**config.mk**
```make
export PLATFORM = sky130hd
export DESIGN_NAME = nvmac_top
export DESIGN_NICKNAME = d
export VERILOG_FILES = /design/src/common/nvmac_pkg.sv /design/src/design/nvmac_cycle_timer.sv /design/src/design/nvmac_top.sv
export SDC_FILE = /design/constraint.sdc
export NUM_CORES = 1
export LEC_CHECK = 0
export BUFFER_PORTS_ARGS = -buffer_cell sky130_fd_sc_hd__buf_4
export CAP_MARGIN = 10
export CORE_UTILIZATION = 30
export CTS_BUF_LIST = sky130_fd_sc_hd__clkbuf_16
export DETAILED_ROUTE_END_ITERATION = 12
export PLACE_DENSITY_LB_ADDON = 0.05
export SETUP_SLACK_MARGIN = 0.15
export SYNTH_ARGS = -nofsm -noshare
export SYNTH_HDL_FRONTEND = slang
export SYNTH_SLANG_ARGS = --single-unit
```
**constraint.sdc**
```tcl
create_clock -name ref_clk -period 4.8 [get_ports ref_clk]
set_clock_uncertainty 0.15 [all_clocks]
set_input_delay 1.2 -clock ref_clk [delete_from_list [all_inputs] [get_ports ref_clk]]
set_output_delay 1.2 -clock ref_clk [all_outputs]
set_load 0.05 [all_outputs]
```
**src/common/nvmac_pkg.sv**
```systemverilog
/*
  nvmac_pkg: register map, field positions, reset values and timing for the
  nonvolatile access control block.
  Assumes a 10 MHz system clock and a 32-bit classic Wishbone register bus.
*/
package nvmac_pkg;

  // ----------------------------------------------------------------
  // register byte offsets
  // ----------------------------------------------------------------
  localparam logic [3:0] OFS_CTRL = 4'h0;  // nvm_control_one
  localparam logic [3:0] OFS_STS  = 4'h4;  // sticky event status, write one to clear
  localparam logic [3:0] OFS_MASK = 4'h8;  // event mask, same layout

  // ----------------------------------------------------------------
  // nvm_control_one field positions
  // ----------------------------------------------------------------
  localparam int B_FLASH  = 7;  // flash_vs_eeprom_select
  localparam int B_SETUP  = 6;  // setup_space_select
  localparam int B_UNUSED = 5;  // always reads zero
  localparam int B_ERASE  = 4;  // row erase select
  localparam int B_ABORT  = 3;  // cycle_abort_flag
  localparam int B_ALLOW  = 2;  // nvm_change_allow
  localparam int B_PROG   = 1;  // program launch
  localparam int B_READ   = 0;  // read launch

  // ----------------------------------------------------------------
  // event bits and reset values
  // ----------------------------------------------------------------
  localparam int EV_DONE  = 0;  // program cycle completed
  localparam int EV_ABORT = 1;  // program cycle aborted or refused
  localparam int EV_READ  = 2;  // read issued
  localparam int EV_W     = 3;
  localparam logic [7:0]      CTRL_RST = 8'h00;
  localparam logic [EV_W-1:0] EV_RST   = 3'h0;

  // ----------------------------------------------------------------
  // target space codes
  // ----------------------------------------------------------------
  localparam logic [1:0] TGT_EEPROM = 2'h0;
  localparam logic [1:0] TGT_FLASH  = 2'h1;
  localparam logic [1:0] TGT_SETUP  = 2'h2;

  // ----------------------------------------------------------------
  // timing
  // ----------------------------------------------------------------
  localparam int CLK_KHZ      = 10000;
  localparam int PROG_TIME_US = 4000;  // self-timed program cycle length
  localparam int PROG_CYCLES  = (PROG_TIME_US * CLK_KHZ) / 1000;
  localparam int CNT_W        = 16;

  // control state, gray along idle -> program -> idle
  typedef enum logic [1:0] {
    ST_IDLE = 2'b00,
    ST_PROG = 2'b01,
    ST_READ = 2'b10
  } nvmac_state_e;

endpackage : nvmac_pkg

```
**src/design/nvmac_cycle_timer.sv**
```systemverilog
/*
  nvmac_cycle_timer: counts one self-timed program cycle.
  Assumes start is a one-cycle pulse given only while not busy; abort ends the
  cycle at once without a done pulse.
*/
`timescale 1ns/100ps
module nvmac_cycle_timer #(
  parameter int          CNT_W  = 16,
  parameter logic [15:0] CYCLES = 16'h9C40
) (
  // clock and reset
  input  wire logic ref_clk,
  input  wire logic rstn,
  input  wire logic ce,
  // control
  input  wire logic start,
  input  wire logic abort,
  // status
  output logic      busy,
  output logic      done
);

  logic [CNT_W-1:0] count;

  wire lastTick = busy && (count == CNT_W'(1));

  // count down from the cycle length; done fires on the final tick
  always_ff @(posedge ref_clk or negedge rstn) begin
    if (!rstn) begin
      busy  <= 1'b0;
      done  <= 1'b0;
      count <= '0;
    end else if (ce) begin
      done <= lastTick && !abort;
      if (abort) begin
        busy  <= 1'b0;
        count <= '0;
      end else if (start && !busy) begin
        busy  <= 1'b1;
        count <= CNT_W'(CYCLES);
      end else if (busy) begin
        busy  <= !lastTick;
        count <= count - CNT_W'(1);
      end
    end
  end

endmodule : nvmac_cycle_timer

```
**src/design/nvmac_top.sv**
```systemverilog
/*
  nvmac_top: control register, launch sequencing and event reporting for
  self-timed access to data EEPROM, flash program memory and setup space.
  Assumes a 10 MHz ref_clk, a classic Wishbone master, and an array that
  follows the target, erase and pulse outputs; warmRst flags any reset other
  than power-on, synchronous to ref_clk.
*/
// Design decisions made here: the placing of the registers and the Wishbone slave port.
`timescale 1ns/100ps
module nvmac_top #(
  parameter int PROG_CYCLES = nvmac_pkg::PROG_CYCLES
) (
  // clock, reset, enable
  input  wire logic        ref_clk,
  input  wire logic        rstn,
  input  wire logic        ce,
  input  wire logic        warmRst,
  // wishbone slave
  input  wire logic        wb_cyc_i,
  input  wire logic        wb_stb_i,
  input  wire logic        wb_we_i,
  input  wire logic [3:0]  wb_adr_i,
  input  wire logic [3:0]  wb_sel_i,
  input  wire logic [31:0] wb_dat_i,
  output logic      [31:0] wb_dat_o,
  output logic             wb_ack_o,
  // array side
  output logic      [1:0]  targetSpace,
  output logic             eraseRow,
  output logic             progBusy,
  output logic             readPulse,
  // interrupt
  output logic             irq
);

  // ----------------------------------------------------------------
  // state
  // ----------------------------------------------------------------
  logic                     flashSel;
  logic                     setupSel;
  logic                     eraseSel;
  logic                     abortFlag;
  logic                     allow;
  logic                     progGo;
  logic                     readGo;
  logic [nvmac_pkg::EV_W-1:0] evSts;
  logic [nvmac_pkg::EV_W-1:0] evMask;
  nvmac_pkg::nvmac_state_e  state;
  nvmac_pkg::nvmac_state_e  next_state;
  logic                     timerDone;

  // ----------------------------------------------------------------
  // bus decode
  // ----------------------------------------------------------------
  wire       access  = wb_cyc_i && wb_stb_i && !wb_ack_o && ce;
  wire       wrLow   = access && wb_we_i && wb_sel_i[0];
  wire       hitCtrl = (wb_adr_i == nvmac_pkg::OFS_CTRL);
  wire       hitSts  = (wb_adr_i == nvmac_pkg::OFS_STS);
  wire       hitMask = (wb_adr_i == nvmac_pkg::OFS_MASK);
  wire       wrCtrl  = wrLow && hitCtrl;
  wire       wrSts   = wrLow && hitSts;
  wire       wrMask  = wrLow && hitMask;
  wire [7:0] wd      = wb_dat_i[7:0];
  wire       busy    = (state == nvmac_pkg::ST_PROG);

  // control image; the unused position is tied low
  wire [7:0] ctrlImage = {flashSel, setupSel, 1'b0, eraseSel,
                          abortFlag, allow, progGo, readGo};

  // read mux, unmapped addresses answer zero
  wire [7:0] rdByte;
  assign rdByte = hitCtrl ? ctrlImage :
                  hitSts  ? {5'h00, evSts} :
                  hitMask ? {5'h00, evMask} : 8'h00;

  // ----------------------------------------------------------------
  // launch qualification
  // ----------------------------------------------------------------
  // selects cannot move under a running cycle, so they stay as written
  wire nextFlash = (wrCtrl && !busy) ? wd[nvmac_pkg::B_FLASH] : flashSel;
  wire nextSetup = (wrCtrl && !busy) ? wd[nvmac_pkg::B_SETUP] : setupSel;
  wire askProg   = wrCtrl && !busy && wd[nvmac_pkg::B_PROG];
  wire askRead   = wrCtrl && !busy && wd[nvmac_pkg::B_READ] && !askProg;
  // allow must already stand before the launch write
  wire launchOk  = askProg && allow && !warmRst;
  wire launchBad = askProg && !allow && !warmRst;
  wire readOk    = askRead && !nextFlash && !nextSetup && !warmRst;
  wire warmAbort = warmRst && busy;
  wire evAbort   = launchBad || warmAbort;

  // ----------------------------------------------------------------
  // sequencer
  // ----------------------------------------------------------------
  // plain case over the control states
  always_comb begin
    next_state = state;
    case (state)
      nvmac_pkg::ST_IDLE: begin
        if (launchOk) begin
          next_state = nvmac_pkg::ST_PROG;
        end else if (readOk) begin
          next_state = nvmac_pkg::ST_READ;
        end
      end
      nvmac_pkg::ST_PROG: begin
        if (warmRst || timerDone) begin
          next_state = nvmac_pkg::ST_IDLE;
        end
      end
      nvmac_pkg::ST_READ: begin
        next_state = nvmac_pkg::ST_IDLE;
      end
      default: begin
        next_state = nvmac_pkg::ST_IDLE;
      end
    endcase
  end

  // self-timed program cycle length
  nvmac_cycle_timer #(
    .CNT_W  (nvmac_pkg::CNT_W),
    .CYCLES (16'(PROG_CYCLES))
  ) u_timer (
    .ref_clk (ref_clk),
    .rstn    (rstn),
    .ce      (ce),
    .start   (launchOk),
    .abort   (warmRst),
    .busy    (progBusy),
    .done    (timerDone)
  );

  // ----------------------------------------------------------------
  // control register
  // ----------------------------------------------------------------
  // power-on clears everything; a warm reset keeps the selects for tracing
  always_ff @(posedge ref_clk or negedge rstn) begin
    if (!rstn) begin
      {flashSel, setupSel, eraseSel, abortFlag} <= 4'h0;
      {allow, progGo, readGo} <= 3'h0;
      state <= nvmac_pkg::ST_IDLE;
    end else if (ce) begin
      state    <= next_state;
      flashSel <= nextFlash;
      setupSel <= nextSetup;
      readGo   <= readOk;
      if (warmRst) begin
        eraseSel <= 1'b0;
        allow    <= 1'b0;
        progGo   <= 1'b0;
      end else begin
        if (wrCtrl) begin
          allow <= wd[nvmac_pkg::B_ALLOW];
        end
        if (timerDone) begin
          eraseSel <= 1'b0;
          progGo   <= 1'b0;
        end else if (wrCtrl && !busy) begin
          eraseSel <= wd[nvmac_pkg::B_ERASE];
          progGo   <= launchOk;
        end
      end
      // raising wins over a software write of the flag
      if (evAbort) begin
        abortFlag <= 1'b1;
      end else if (timerDone) begin
        abortFlag <= 1'b0;
      end else if (wrCtrl) begin
        abortFlag <= wd[nvmac_pkg::B_ABORT];
      end
    end
  end

  // ----------------------------------------------------------------
  // events and interrupt
  // ----------------------------------------------------------------
  wire [nvmac_pkg::EV_W-1:0] evSet = {readOk, evAbort, timerDone};
  wire [nvmac_pkg::EV_W-1:0] evClr = wrSts ? wd[nvmac_pkg::EV_W-1:0] : '0;
  wire [nvmac_pkg::EV_W-1:0] next_evSts = (evSts & ~evClr) | evSet;
  wire [nvmac_pkg::EV_W-1:0] next_evMask =
    wrMask ? wd[nvmac_pkg::EV_W-1:0] : evMask;

  // a set arriving with its clear survives the clear
  always_ff @(posedge ref_clk or negedge rstn) begin
    if (!rstn) begin
      evSts  <= nvmac_pkg::EV_RST;
      evMask <= nvmac_pkg::EV_RST;
      irq    <= 1'b0;
    end else if (ce) begin
      evSts  <= next_evSts;
      evMask <= next_evMask;
      irq    <= |(next_evSts & next_evMask);
    end
  end

  // ----------------------------------------------------------------
  // bus answer and array outputs
  // ----------------------------------------------------------------
  // one registered answer a clock after the strobe; ack drops the cycle after it was given
  always_ff @(posedge ref_clk or negedge rstn) begin
    if (!rstn) begin
      wb_ack_o    <= 1'b0;
      wb_dat_o    <= 32'h0000_0000;
      targetSpace <= nvmac_pkg::TGT_EEPROM;
      eraseRow    <= 1'b0;
      readPulse   <= 1'b0;
    end else if (ce) begin
      wb_ack_o  <= access;
      eraseRow  <= eraseSel;
      readPulse <= readOk;
      if (access && !wb_we_i) begin
        wb_dat_o <= {24'h00_0000, rdByte};
      end
      if (nextSetup) begin
        targetSpace <= nvmac_pkg::TGT_SETUP;
      end else if (nextFlash) begin
        targetSpace <= nvmac_pkg::TGT_FLASH;
      end else begin
        targetSpace <= nvmac_pkg::TGT_EEPROM;
      end
    end
  end

  // ----------------------------------------------------------------
  // checks
  // ----------------------------------------------------------------
  bit_five_zero_a: assert property (
    @(posedge ref_clk) disable iff (!rstn)
    (wb_ack_o && $past(hitCtrl) && $past(!wb_we_i)) |-> (wb_dat_o[5] == 1'b0))
    else $error("control bit five read back as one");

  launch_blocked_a: assert property (
    @(posedge ref_clk) disable iff (!rstn)
    (askProg && !allow && !warmRst) |=> (!progGo && abortFlag && !progBusy))
    else $error("launch taken without change allow");

  launch_starts_a: assert property (
    @(posedge ref_clk) disable iff (!rstn)
    launchOk |=> (progGo && progBusy && state == nvmac_pkg::ST_PROG))
    else $error("launch did not start a cycle");

  prog_sticky_a: assert property (
    @(posedge ref_clk) disable iff (!rstn)
    (progGo && !timerDone && !warmRst) |=> progGo)
    else $error("program launch dropped without completion");

  read_one_cycle_a: assert property (
    @(posedge ref_clk) disable iff (!rstn)
    (readGo && ce) |=> !readGo)
    else $error("read launch held longer than one cycle");

  read_guard_a: assert property (
    @(posedge ref_clk) disable iff (!rstn)
    $rose(readGo) |-> (!flashSel && !setupSel && readPulse))
    else $error("read launch set with flash or setup selected");

  done_clears_a: assert property (
    @(posedge ref_clk) disable iff (!rstn)
    (timerDone && ce && !warmRst) |=> (!eraseSel && !progGo && !abortFlag))
    else $error("completion left erase, launch or abort set");

  warm_abort_a: assert property (
    @(posedge ref_clk) disable iff (!rstn)
    (warmRst && busy && ce) |=> (abortFlag && !progGo && !progBusy)[*1])
    else $error("reset during cycle did not raise abort");

  select_hold_a: assert property (
    @(posedge ref_clk) disable iff (!rstn)
    $rose(abortFlag) |-> ($stable(flashSel) && $stable(setupSel)))
    else $error("target select changed when abort raised");

  target_map_a: assert property (
    @(posedge ref_clk) disable iff (!rstn)
    (ce && setupSel) |=> (targetSpace == nvmac_pkg::TGT_SETUP || !setupSel))
    else $error("setup select did not override flash select");

  flash_target_a: assert property (
    @(posedge ref_clk) disable iff (!rstn)
    (flashSel && !setupSel) |-> (targetSpace == nvmac_pkg::TGT_FLASH))
    else $error("flash select did not steer the array to flash");

  read_target_a: assert property (
    @(posedge ref_clk) disable iff (!rstn)
    readPulse |-> (targetSpace == nvmac_pkg::TGT_EEPROM))
    else $error("read pulse issued while not aimed at data eeprom");

  allow_gate_a: assert property (
    @(posedge ref_clk) disable iff (!rstn)
    $rose(progBusy) |-> $past(allow))
    else $error("program cycle started without change allow");

  warm_selects_a: assert property (
    @(posedge ref_clk) disable iff (!rstn)
    (warmRst && ce && !wrCtrl) |=> ($stable(flashSel) && $stable(setupSel)))
    else $error("warm reset disturbed the target selects");

  erase_follow_a: assert property (
    @(posedge ref_clk) disable iff (!rstn)
    ce |=> (eraseRow == $past(eraseSel)))
    else $error("erase output did not follow the erase select");

  // ----------------------------------------------------------------
  // cycle length helper
  // ----------------------------------------------------------------
  // a repetition count this long would choke the tools, so count it here
  localparam int LEN_W = nvmac_pkg::CNT_W;
  logic [LEN_W-1:0] busyLen;

  // clocks spent busy in the running cycle; frozen with the timer by ce
  always_ff @(posedge ref_clk or negedge rstn) begin
    if (!rstn) begin
      busyLen <= '0;
    end else if (ce) begin
      busyLen <= progBusy ? busyLen + LEN_W'(1) : '0;
    end
  end

  busy_end_a: assert property (
    @(posedge ref_clk) disable iff (!rstn)
    ($fell(progBusy) && !$past(warmRst)) |-> timerDone)
    else $error("program cycle ended without a completion pulse");

  cycle_length_a: assert property (
    @(posedge ref_clk) disable iff (!rstn)
    ($fell(progBusy) && !$past(warmRst)) |-> (busyLen == LEN_W'(PROG_CYCLES)))
    else $error("program cycle length differs from the set count");

endmodule : nvmac_top

```
==> metrics, run 1 <==
status completed; Max Cap Viol 0; register bit count reported by yosys 44; cell-internal power 624.4 uW; Post-DP Area 2820 sq um; Setup crit start kind input port; DRT iter0 DRCs 175; clock buffer depth 2; combinational share of power 20.0%; min cycle time layout 3226 ps; total CTS buffers 5; CP Capture Type register; hold_ws between 300 and 400 ps; vias in the first global route 2,061; Worst-Margin Slew 675.7 ps; RSZ-0062 raised after global routing no; Leak 1.376 nW; Layout Nets 353; Slew Limit Fails 0; syn_area_per_cell 9.359 sq um; H-tree Lvls 2; sequential area share after synthesis 42.47%; critical path class in2reg; via-per-instance ratio 5.139; Clk pwr share 36.0%; Clock Latency Late Sink 290 ps; post_cts resized 0; Power, Total 894.5 uW; min-delay worst type reg2reg; antenna viol nets, final 0; DRC violations left 0; initial antenna violation count 0; Worst VDD drop 132.5 uV; CTS Hold Bufs 0; Core Box Area 8299 sq um; layout cell share with drive strength beyond 1 17.76%; Async SR Flop Fraction between 90% and 100%; first-pass GRT wire length 11,070 um; pin count of the biggest net entering global routing 45; CTS Root Cell clkbuf_16; Via Count 2,102; fin util 35.59%; number of synthesized flops with an enable pin 0; Worst-path clk slew 60 ps; Post-CTS Setup Bufs 0; CP arrival 3220 ps; Yosys top cell by area dfrtp_1; row cnt 33; # setup viols final 0; drt pass-1 iters 4; Ys Warns 0; diodes inserted 0; GP Congestion 0.7742; Syn Inst Count 277; GRT overflow 0; NetSw 270.1 uW; largest fanout on the critical path 6; Die Ht around 95 um; Synth top area share 42.47%; Worst EP required approximately 4800 ps; relative slew slack around 54%; crit share post-route 67.21%; post-route cell area 2954 sq um; port bufs 32; Synth Cell Area 2592 sq um; Clock Sinks 44; top post-synthesis cells by area dfrtp_1 42%, buf_4 7.5%, nand2_1 4.1%; most frequent cell after synthesis dfrtp_1; DP HPWL about 4600 um; Reg power frac a little over two fifths; commonest cells in the netlist 44 x dfrtp_1, 28 x nand2_1, 26 x buf_4; Netlist cell types 61; die area 9017 sq um; total global-route track usage 16.44%; WL/cell about 16 um; Pwr Density 302.8 nW/um^2; Fin. Hold Viols 0; DRT Wirelength 6473 um; Setup TNS 0 ps; Primary FF master, synth dfrtp_1; P&R area growth vs syn 13.95%; IO Pins 86; f_max 310.0 MHz; CTS tree built; Initial Util 31.24%; switching share of total power 30.19%; Die X 94.96 um
==> path summary, 6_finish.rpt <==
check                      depth (start not counted)           endpoint  slack [ps]             start
max in group asynchronous                          1        wb_dat_o[4]        3340              rstn
hold reg to reg                                    2        wb_dat_o[7]         330       wb_dat_o[7]
setup / recovery                                   6   u_timer.count[8]        1570       wb_adr_i[1]
hold / removal                                     2        wb_dat_o[7]         330       wb_dat_o[7]
setup reg to reg                                   7  u_timer.count[12]        2310  u_timer.count[1]
min in group asynchronous                          1        wb_dat_o[0]         760              rstn
==> layer usage <==
| metal | wire, um | up-vias | GRT usage, % |
|---|---|---|---|
| li1 | - | 1026 | - |
| met3 | 256 | 6 | 2.657 |
| met2 | 2909 | 58 | 24.64 |
| met1 | 3219 | 1012 | 23.84 |
| met5 | 0 | - | 0 |
| met4 | 88 | 0 | 5.556 |
==> state kept, by name, indices dropped and copies added (netlist names) <==
| name | cells |
|---|---|
| abortFlag | 1 |
| allow | 1 |
| eraseRow | 1 |
| eraseSel | 1 |
| evMask | 3 |
| evSts | 3 |
| flashSel | 1 |
| irq | 1 |
| progGo | 1 |
| readGo | 1 |
| setupSel | 1 |
| state | 2 |
| targetSpace | 1 |
| u_timer.busy | 1 |
| u_timer.count | 16 |
| u_timer.done | 1 |
| wb_ack_o | 1 |
| wb_dat_o | 7 |
==> critical path, cell delays in order <==
cell and delay [ps]:
buf_4 120, or4_4 580, nor3_2 370, a21oi_1 240, a21oi_1 530, o221ai_1 170
==> cells in the final DEF (no fill, tap or decap), types with 7 or more instances in the layout <==
master	netlist	routed
a21oi_1	7	7
a31oi_1	7	7
buf_4	26	32
conb_1	1	25
dfrtp_1	44	44
inv_1	14	15
mux2_2	7	7
nand2_1	28	28
nand3_1	12	12
nor2_1	10	10
nor2b_1	8	8
nor3_1	7	7
o21ai_0	16	16
==> metrics by stage <==
stage / setup WS (ps) / std cells
6_report: 1574 / 409
5_1_grt: 1438 / 409
4_1_cts: 1564 / 409
3_5_place_dp: 1259 / 402
3_3_place_gp: 1251 / 402
2_1_floorplan: 1629 / 301
==> kinds of logic (layout without fill, tap and decap cells) <==
kind of cell	count (synthesis)	count (layout)	synth area share, %
AND/OR/NAND/NOR	101	101	22.15
flip-flops	44	44	42.47
buffers and inverters	51	54	11.20
other	1	25	0.1446
AO/OA/AOI/OAI	67	67	18.29
adder cells (fa/ha/maj)	2	2	0.9651
multiplexers	11	11	4.778
==> power groups by stage <==
stage                     combinational [mW]  clock, mW  sequential (mW)
after global routing                   0.199      0.350            0.394
final                                  0.179      0.322            0.393
after CTS                              0.181      0.336            0.393
after detailed placement               0.181          0            0.399
after global placement                 0.182          0            0.399
after floorplan                        0.140          0            0.407
==> layout make-up <==
type                            count  area [sq um]
Tap cell                          105         131.4
Clock inverter                      2         8.758
Sequential cell                    44          1101
Multi-Input combinational cell    206          1291
Fill cell                         858          5345
Clock buffer                        5         125.1
Timing Repair Buffer               32         240.2
Inverter                           15         56.30
Note: power is estimated with default switching activity, not from simulation.
==> run 2: changes to the inputs <==
==> constraint.sdc (replaced) <==
create_clock -name ref_clk -period 2.6 [get_ports ref_clk]
set_clock_uncertainty 0.15 [all_clocks]
set_input_delay 0.65 -clock ref_clk [delete_from_list [all_inputs] [get_ports ref_clk]]
set_output_delay 0.65 -clock ref_clk [all_outputs]
set_load 0.05 [all_outputs]
==> run 2 against run 1 <==
Worst setup slack worse by 1300 ps; largest cell class unchanged; sequential cell count did not move; die area unchanged; final area rose by 6.1%.
==> metrics, run 2 (same netlist as run 1, synthesis figures left out) <==
status completed (unchanged); via-per-instance ratio 4.944 (was 5.139); f_max 433.4 MHz; max reg flops 16 (unchanged); Via Count 2,121 (was 2,102); Fin. Hold Viols 0 (unchanged); buffers and inverters on the worst path 2 (was 1); most used cell, CP buf_4 (was a21oi_1); fin util 37.77% (was 35.59%); Leak 1.481 nW (was 1.376 nW); Setup crit start kind input port (unchanged); Worst-Margin Slew 653.2 ps (was 675.7 ps); largest fanout on the critical path 5 (was 6); initial antenna violation count 0 (unchanged); slowest stage delay, CP 580 ps (about the same); DRC violations left 0 (unchanged); Slew Limit Fails 0 (unchanged); # setup viols final 0 (unchanged); antenna viol nets, final 0 (unchanged); WP depth 7 (was 6); met1 GRT Util 24.15% (was 23.84%); Worst VDD drop 300.8 uV (was 132.5 uV); CTS tree built (unchanged); relative slew slack 56.05% (was 54.34%); Clock Latency Late Sink 290 ps (about the same); Crit path max-delay family simple AND/OR/NAND/NOR gates (unchanged); vias in the first global route 2,097 (was 2,061); DP HPWL 4970 um (was 4597 um); Max Cap Viol 0 (unchanged); CTS Hold Bufs 0 (unchanged); min cycle time layout 2307 ps; DRT Wirelength 6757 um (was 6473 um); slowest CP cell or4_4 (unchanged); most common library cell in the layout ignoring fill and taps buf_4 (was dfrtp_1); clock buffer depth 2 (unchanged); row cnt 33 (unchanged); Layout Nets 372 (was 353); P&R area growth vs syn 20.90% (was 13.95%); crit share post-route roughly 89%; Reg power frac 40.2% (was 43.9%); critical path class in2reg (unchanged); CP arrival 2370 ps (was 3220 ps); DRT iter0 DRCs 48 (was 175); most frequent cells in the layout 51 x buf_4, 44 x dfrtp_1, 28 x nand2_1, 25 x conb_1, 16 x o21ai_0 (was 44 x dfrtp_1, 32 x buf_4, 28 x nand2_1, 25 x conb_1, 16 x o21ai_0); top flop regs u_timer.count x16, wb_dat_o x7 (unchanged); GRT overflow 0 (unchanged); Pwr Density 576.1 nW/um^2 (was 302.8 nW/um^2); crit-path cells buf_4 > or4_4 > nor4_4 > buf_4 > mux2_4 > or3b_1 > o21ai_0 (was buf_4 > or4_4 > nor3_2 > a21oi_1 > a21oi_1 > o221ai_1); NetSw 529.0 uW (was 270.1 uW); GRT met2 Usage 25.48% (was 24.64%); Fillers 865 (was 858); fin cells 429 (was 409); CP Capture Type register (unchanged); Clk pwr share 40.1% (was 36.0%); GP Congestion 0.7316 (was 0.7742); Worst EP required 2660 ps (was 4800 ps); diodes inserted 0 (unchanged); met3 Use GR 2.899% (was 2.657%); combinational share of power 19.7% (was 20.0%); post_cts resized 0 (unchanged); Power, Total 1.806 mW (was 894.5 uW); GR peak layer met2 (unchanged); Initial Util 31.24% (unchanged); drt pass-1 iters 4 (unchanged); switching share of total power 29.30% (was 30.19%); first-pass GRT wire length 11,330 um (was 11,070 um); CTS Root Cell clkbuf_16 (unchanged); total global-route track usage 16.52% (was 16.44%); Die X 94.96 um (unchanged); die area 9017 sq um (unchanged); Post-DP Area 2967 sq um (was 2820 sq um); count of cells along the worst register-to-register path 6 (was 7); RSZ-0062 raised after global routing no (unchanged); Core Box Area 8299 sq um (unchanged); Worst-path clk slew 70 ps (was 60 ps); WL/cell 15.75 um (was 15.83 um); total CTS buffers 5 (unchanged); Clock Sinks 44 (unchanged); Most flops, register u_timer.count (unchanged); port bufs 32 (unchanged); IO Pins 86 (unchanged); post-route cell area 3134 sq um (was 2954 sq um); Post-CTS Setup Bufs 0 (unchanged); H-tree Lvls 2 (unchanged); Die Ht 94.96 um (unchanged); dpl cells 421 (was 402); cell-internal power 1.276 mW (was 624.4 uW); min-delay worst type in2async (was reg2reg); pin count of the biggest net entering global routing 45 (unchanged); Setup TNS 0 ps (unchanged); layout cell share with drive strength beyond 1 22.84% (was 17.76%)
[run 2: per-stage QoR]
step | hold WS (ps) | setup WS (ps)
after CTS | 243.9 | 277.4
after global placement | 323.1 | -19.60
after floorplan | 204.4 | 114.8
after detailed placement | 323.0 | -24.69
after global routing | 275.9 | 208.1
final | 222.5 | 292.7
[run 2: area by class of cell]
class / instances / area, sq um / share of cell area (%)
clock inverters: 3 / 42.54 / 1.357
well taps: 105 / 131.4 / 4.192
inverters: 15 / 56.30 / 1.796
clock buffers: 5 / 125.1 / 3.992
multi-input cells: 206 / 1295 / 41.32
repair buffers: 51 / 382.9 / 12.22
flip-flops and latches: 44 / 1101 / 35.13
[run 2: power groups by stage]
stage	registers (mW)	logic [mW]	clock network (mW)
final	0.725	0.356	0.724
after global routing	0.728	0.391	0.769
after CTS	0.725	0.359	0.741
after detailed placement	0.737	0.359	0
after global placement	0.738	0.358	0
after floorplan	0.752	0.260	0
[run 2: worst register-to-register path, delay by kind of cell, from the launching register on]
family,cells,cell delay [ps]
buffers and inverters,1,120
muxes,1,280
adders and majority gates,1,190
and+or+nand+nor,2,790
AOI/OAI and AO/OA,1,250
DFF,1,400
[run 2: per-layer routing]
metal | vias up | wire [um] | part of all wire, %
met3 | 2 | 197 | 2.9
met5 | - | 0 | 0
met2 | 42 | 3056 | 45
li1 | 1063 | - | -
met4 | 0 | 34 | 0.50
met1 | 1014 | 3469 | 51
[run 2: worst paths after layout]
kind	slack, ps	to	startpoint
hold / removal	220	wb_dat_o[3]	rstn
max in group asynchronous	1680	u_timer.count[11]	rstn
hold reg to reg	340	u_timer.count[9]	u_timer.count[9]
setup / recovery	290	targetSpace[0]	wb_adr_i[1]
setup reg to reg	320	u_timer.count[6]	u_timer.count[1]
min in group ref_clk	340	u_timer.count[9]	u_timer.count[9]
==> run 3: changes to the inputs <==
--- a/config.mk
+++ b/config.mk
@@ -8,7 +8,7 @@
 export BUFFER_PORTS_ARGS = -buffer_cell sky130_fd_sc_hd__buf_4
 export CAP_MARGIN = 10
 export CORE_UTILIZATION = 30
-export CTS_BUF_LIST = sky130_fd_sc_hd__clkbuf_16
+export CTS_BUF_LIST = sky130_fd_sc_hd__clkbuf_4
 export DETAILED_ROUTE_END_ITERATION = 12
 export PLACE_DENSITY_LB_ADDON = 0.05
 export SETUP_SLACK_MARGIN = 0.15
==> run 3 against run 2 <==
Register-to-register slack barely moved; via count rose by 0.99%; worst setup slack improved by 17 ps; sequential share of layout area rose by 1.0 points; critical path depth fell by 1; global-route usage barely moved; largest power group unchanged.
==> metrics, run 3 (same netlist as run 1, synthesis figures left out) <==
DRT met1 WL 3475 um (was 3469 um); GRT overflow 0 (unchanged); Die Ht 94.96 um (unchanged); Crit path max-delay family simple AND/OR/NAND/NOR gates (unchanged); most frequent cells in the layout 51 x buf_4, 44 x dfrtp_1, 28 x nand2_1, 25 x conb_1, 16 x o21ai_0 (unchanged); buffers and inverters on the worst path 1 (was 2); Pwr Density 502.2 nW/um^2 (was 576.1 nW/um^2); DRT Wirelength 6767 um (was 6757 um); CTS Hold Bufs 0 (unchanged); max reg flops 16 (unchanged); Core Box Area 8299 sq um (unchanged); antenna viol nets, final 0 (unchanged); Fin. Hold Viols 0 (unchanged); min-delay worst type in2async (unchanged); status completed (unchanged); DRC violations left 0 (unchanged); Slew Limit Fails 0 (unchanged); Setup TNS 0 ps (unchanged); Via Count 2,142 (was 2,121); Worst VDD drop 190.8 uV (was 300.8 uV); Worst EP required 2730 ps (was 2660 ps); CP Capture Type register (unchanged); top sig layer met4 (unchanged); f_max 436.6 MHz (was 433.4 MHz); slowest CP cell or3b_2 (was or4_4); DRT iter0 DRCs 53 (was 48); Layout Nets 372 (unchanged); metal2 WL 3089 um (was 3056 um); P&R area growth vs syn 17.52% (was 20.90%); initial antenna violation count 0 (unchanged); Die X 94.96 um (unchanged); H-tree Lvls 2 (unchanged); reg-to-reg slack, setup 310 ps (was 320 ps); # setup viols final 0 (unchanged); crit share post-route 88.09% (was 88.74%); critical path class reg2reg (was in2reg); Initial Util 31.24% (unchanged); port bufs 32 (unchanged); post-route cell area 3047 sq um (was 3134 sq um); Max Cap Viol 0 (unchanged); vias in the first global route 2,103 (was 2,097); RSZ-0062 raised after global routing no (unchanged); top flop regs u_timer.count x16, wb_dat_o x7 (unchanged); IO Pins 86 (unchanged); total global-route track usage 16.56% (was 16.52%); die area 9017 sq um (unchanged); post_cts resized 0 (unchanged); slowest stage delay, CP 510 ps (was 580 ps); diodes inserted 0 (unchanged); CTS tree built (unchanged); total CTS buffers 5 (unchanged); most common library cell in the layout ignoring fill and taps buf_4 (unchanged); CTS Root Cell clkbuf_4 (was clkbuf_16); Leak 1.442 nW (was 1.481 nW); CP arrival 2420 ps (was 2370 ps); largest fanout on the critical path 4 (was 5); DP HPWL 4970 um (unchanged); first-pass GRT wire length 11,290 um (was 11,330 um); relative slew slack 56.73% (was 56.05%); Clock Latency Late Sink 370 ps (was 290 ps); Setup crit start kind register (was input port); Post-DP Area 2967 sq um (unchanged); drt pass-1 iters 4 (unchanged); met3 WL post-DR 148 um (was 197 um); crit-path cells inv_1 > ha_1 > or3b_2 > or2_1 > mux2_2 > o221a_2 (was buf_4 > or4_4 > nor4_4 > buf_4 > mux2_4 > or3b_1 > o21ai_0); clock buffer depth 2 (unchanged); GP Congestion 0.7316 (unchanged); pin count of the biggest net entering global routing 45 (unchanged); min cycle time layout 2290 ps (was 2307 ps); Worst-Margin Slew 643.1 ps (was 653.2 ps); layout cell share with drive strength beyond 1 22.84% (unchanged); via-per-instance ratio 4.993 (was 4.944); Clock Sinks 44 (unchanged); Post-CTS Setup Bufs 0 (unchanged); Most flops, register u_timer.count (unchanged); WL/cell 15.77 um (was 15.75 um); Worst-path clk slew 160 ps (was 70 ps); row cnt 33 (unchanged)
## run 3: area by class of cell
type                    count  area, sq um
clock buffers               5        37.54
clock inverters             3        42.54
fillers                   876         5253
inverters                  15        56.30
multi-input cells         206         1295
flip-flops and latches     44         1101
well taps                 105        131.4
repair buffers             51        382.9
## run 3: final timing paths
check,depth (start not counted),from,to
hold / removal,1,rstn,wb_dat_o[3]
setup reg to reg,6,u_timer.count[1],u_timer.count[6]
hold reg to reg,1,u_timer.count[9],u_timer.count[9]
min in group ref_clk,1,u_timer.count[9],u_timer.count[9]
setup / recovery,6,u_timer.count[1],u_timer.count[6]
max in group asynchronous,1,rstn,evSts[1]
## run 3: stage by stage
stage	hold WS, ps	setup WS [ps]	total power [mW]	utilization (%)	std cells
finish	107.1	309.7	1.530	36.71	429
global route	141.3	201.4	1.615	36.71	429
CTS	127.4	307.4	1.548	36.71	429
detailed placement	323.0	-24.69	1.096	35.75	421
global placement	323.1	-19.60	1.096	35.75	421
floorplan	204.4	114.8	1.012	-	301
## run 3: layer usage
layer	vias to the layer above	track usage (%)
li1	1059	-
met1	1037	23.73
met2	41	25.84
met3	5	2.657
met4	0	4.167
met5	-	0
## run 3: where the power goes
group	total, mW	internal [mW]	switching, mW
Combinational	0.355	0.118	0.237
Clock	0.450	0.201	0.248
Sequential	0.725	0.706	0.0184
Total	1.53	1.03	0.504
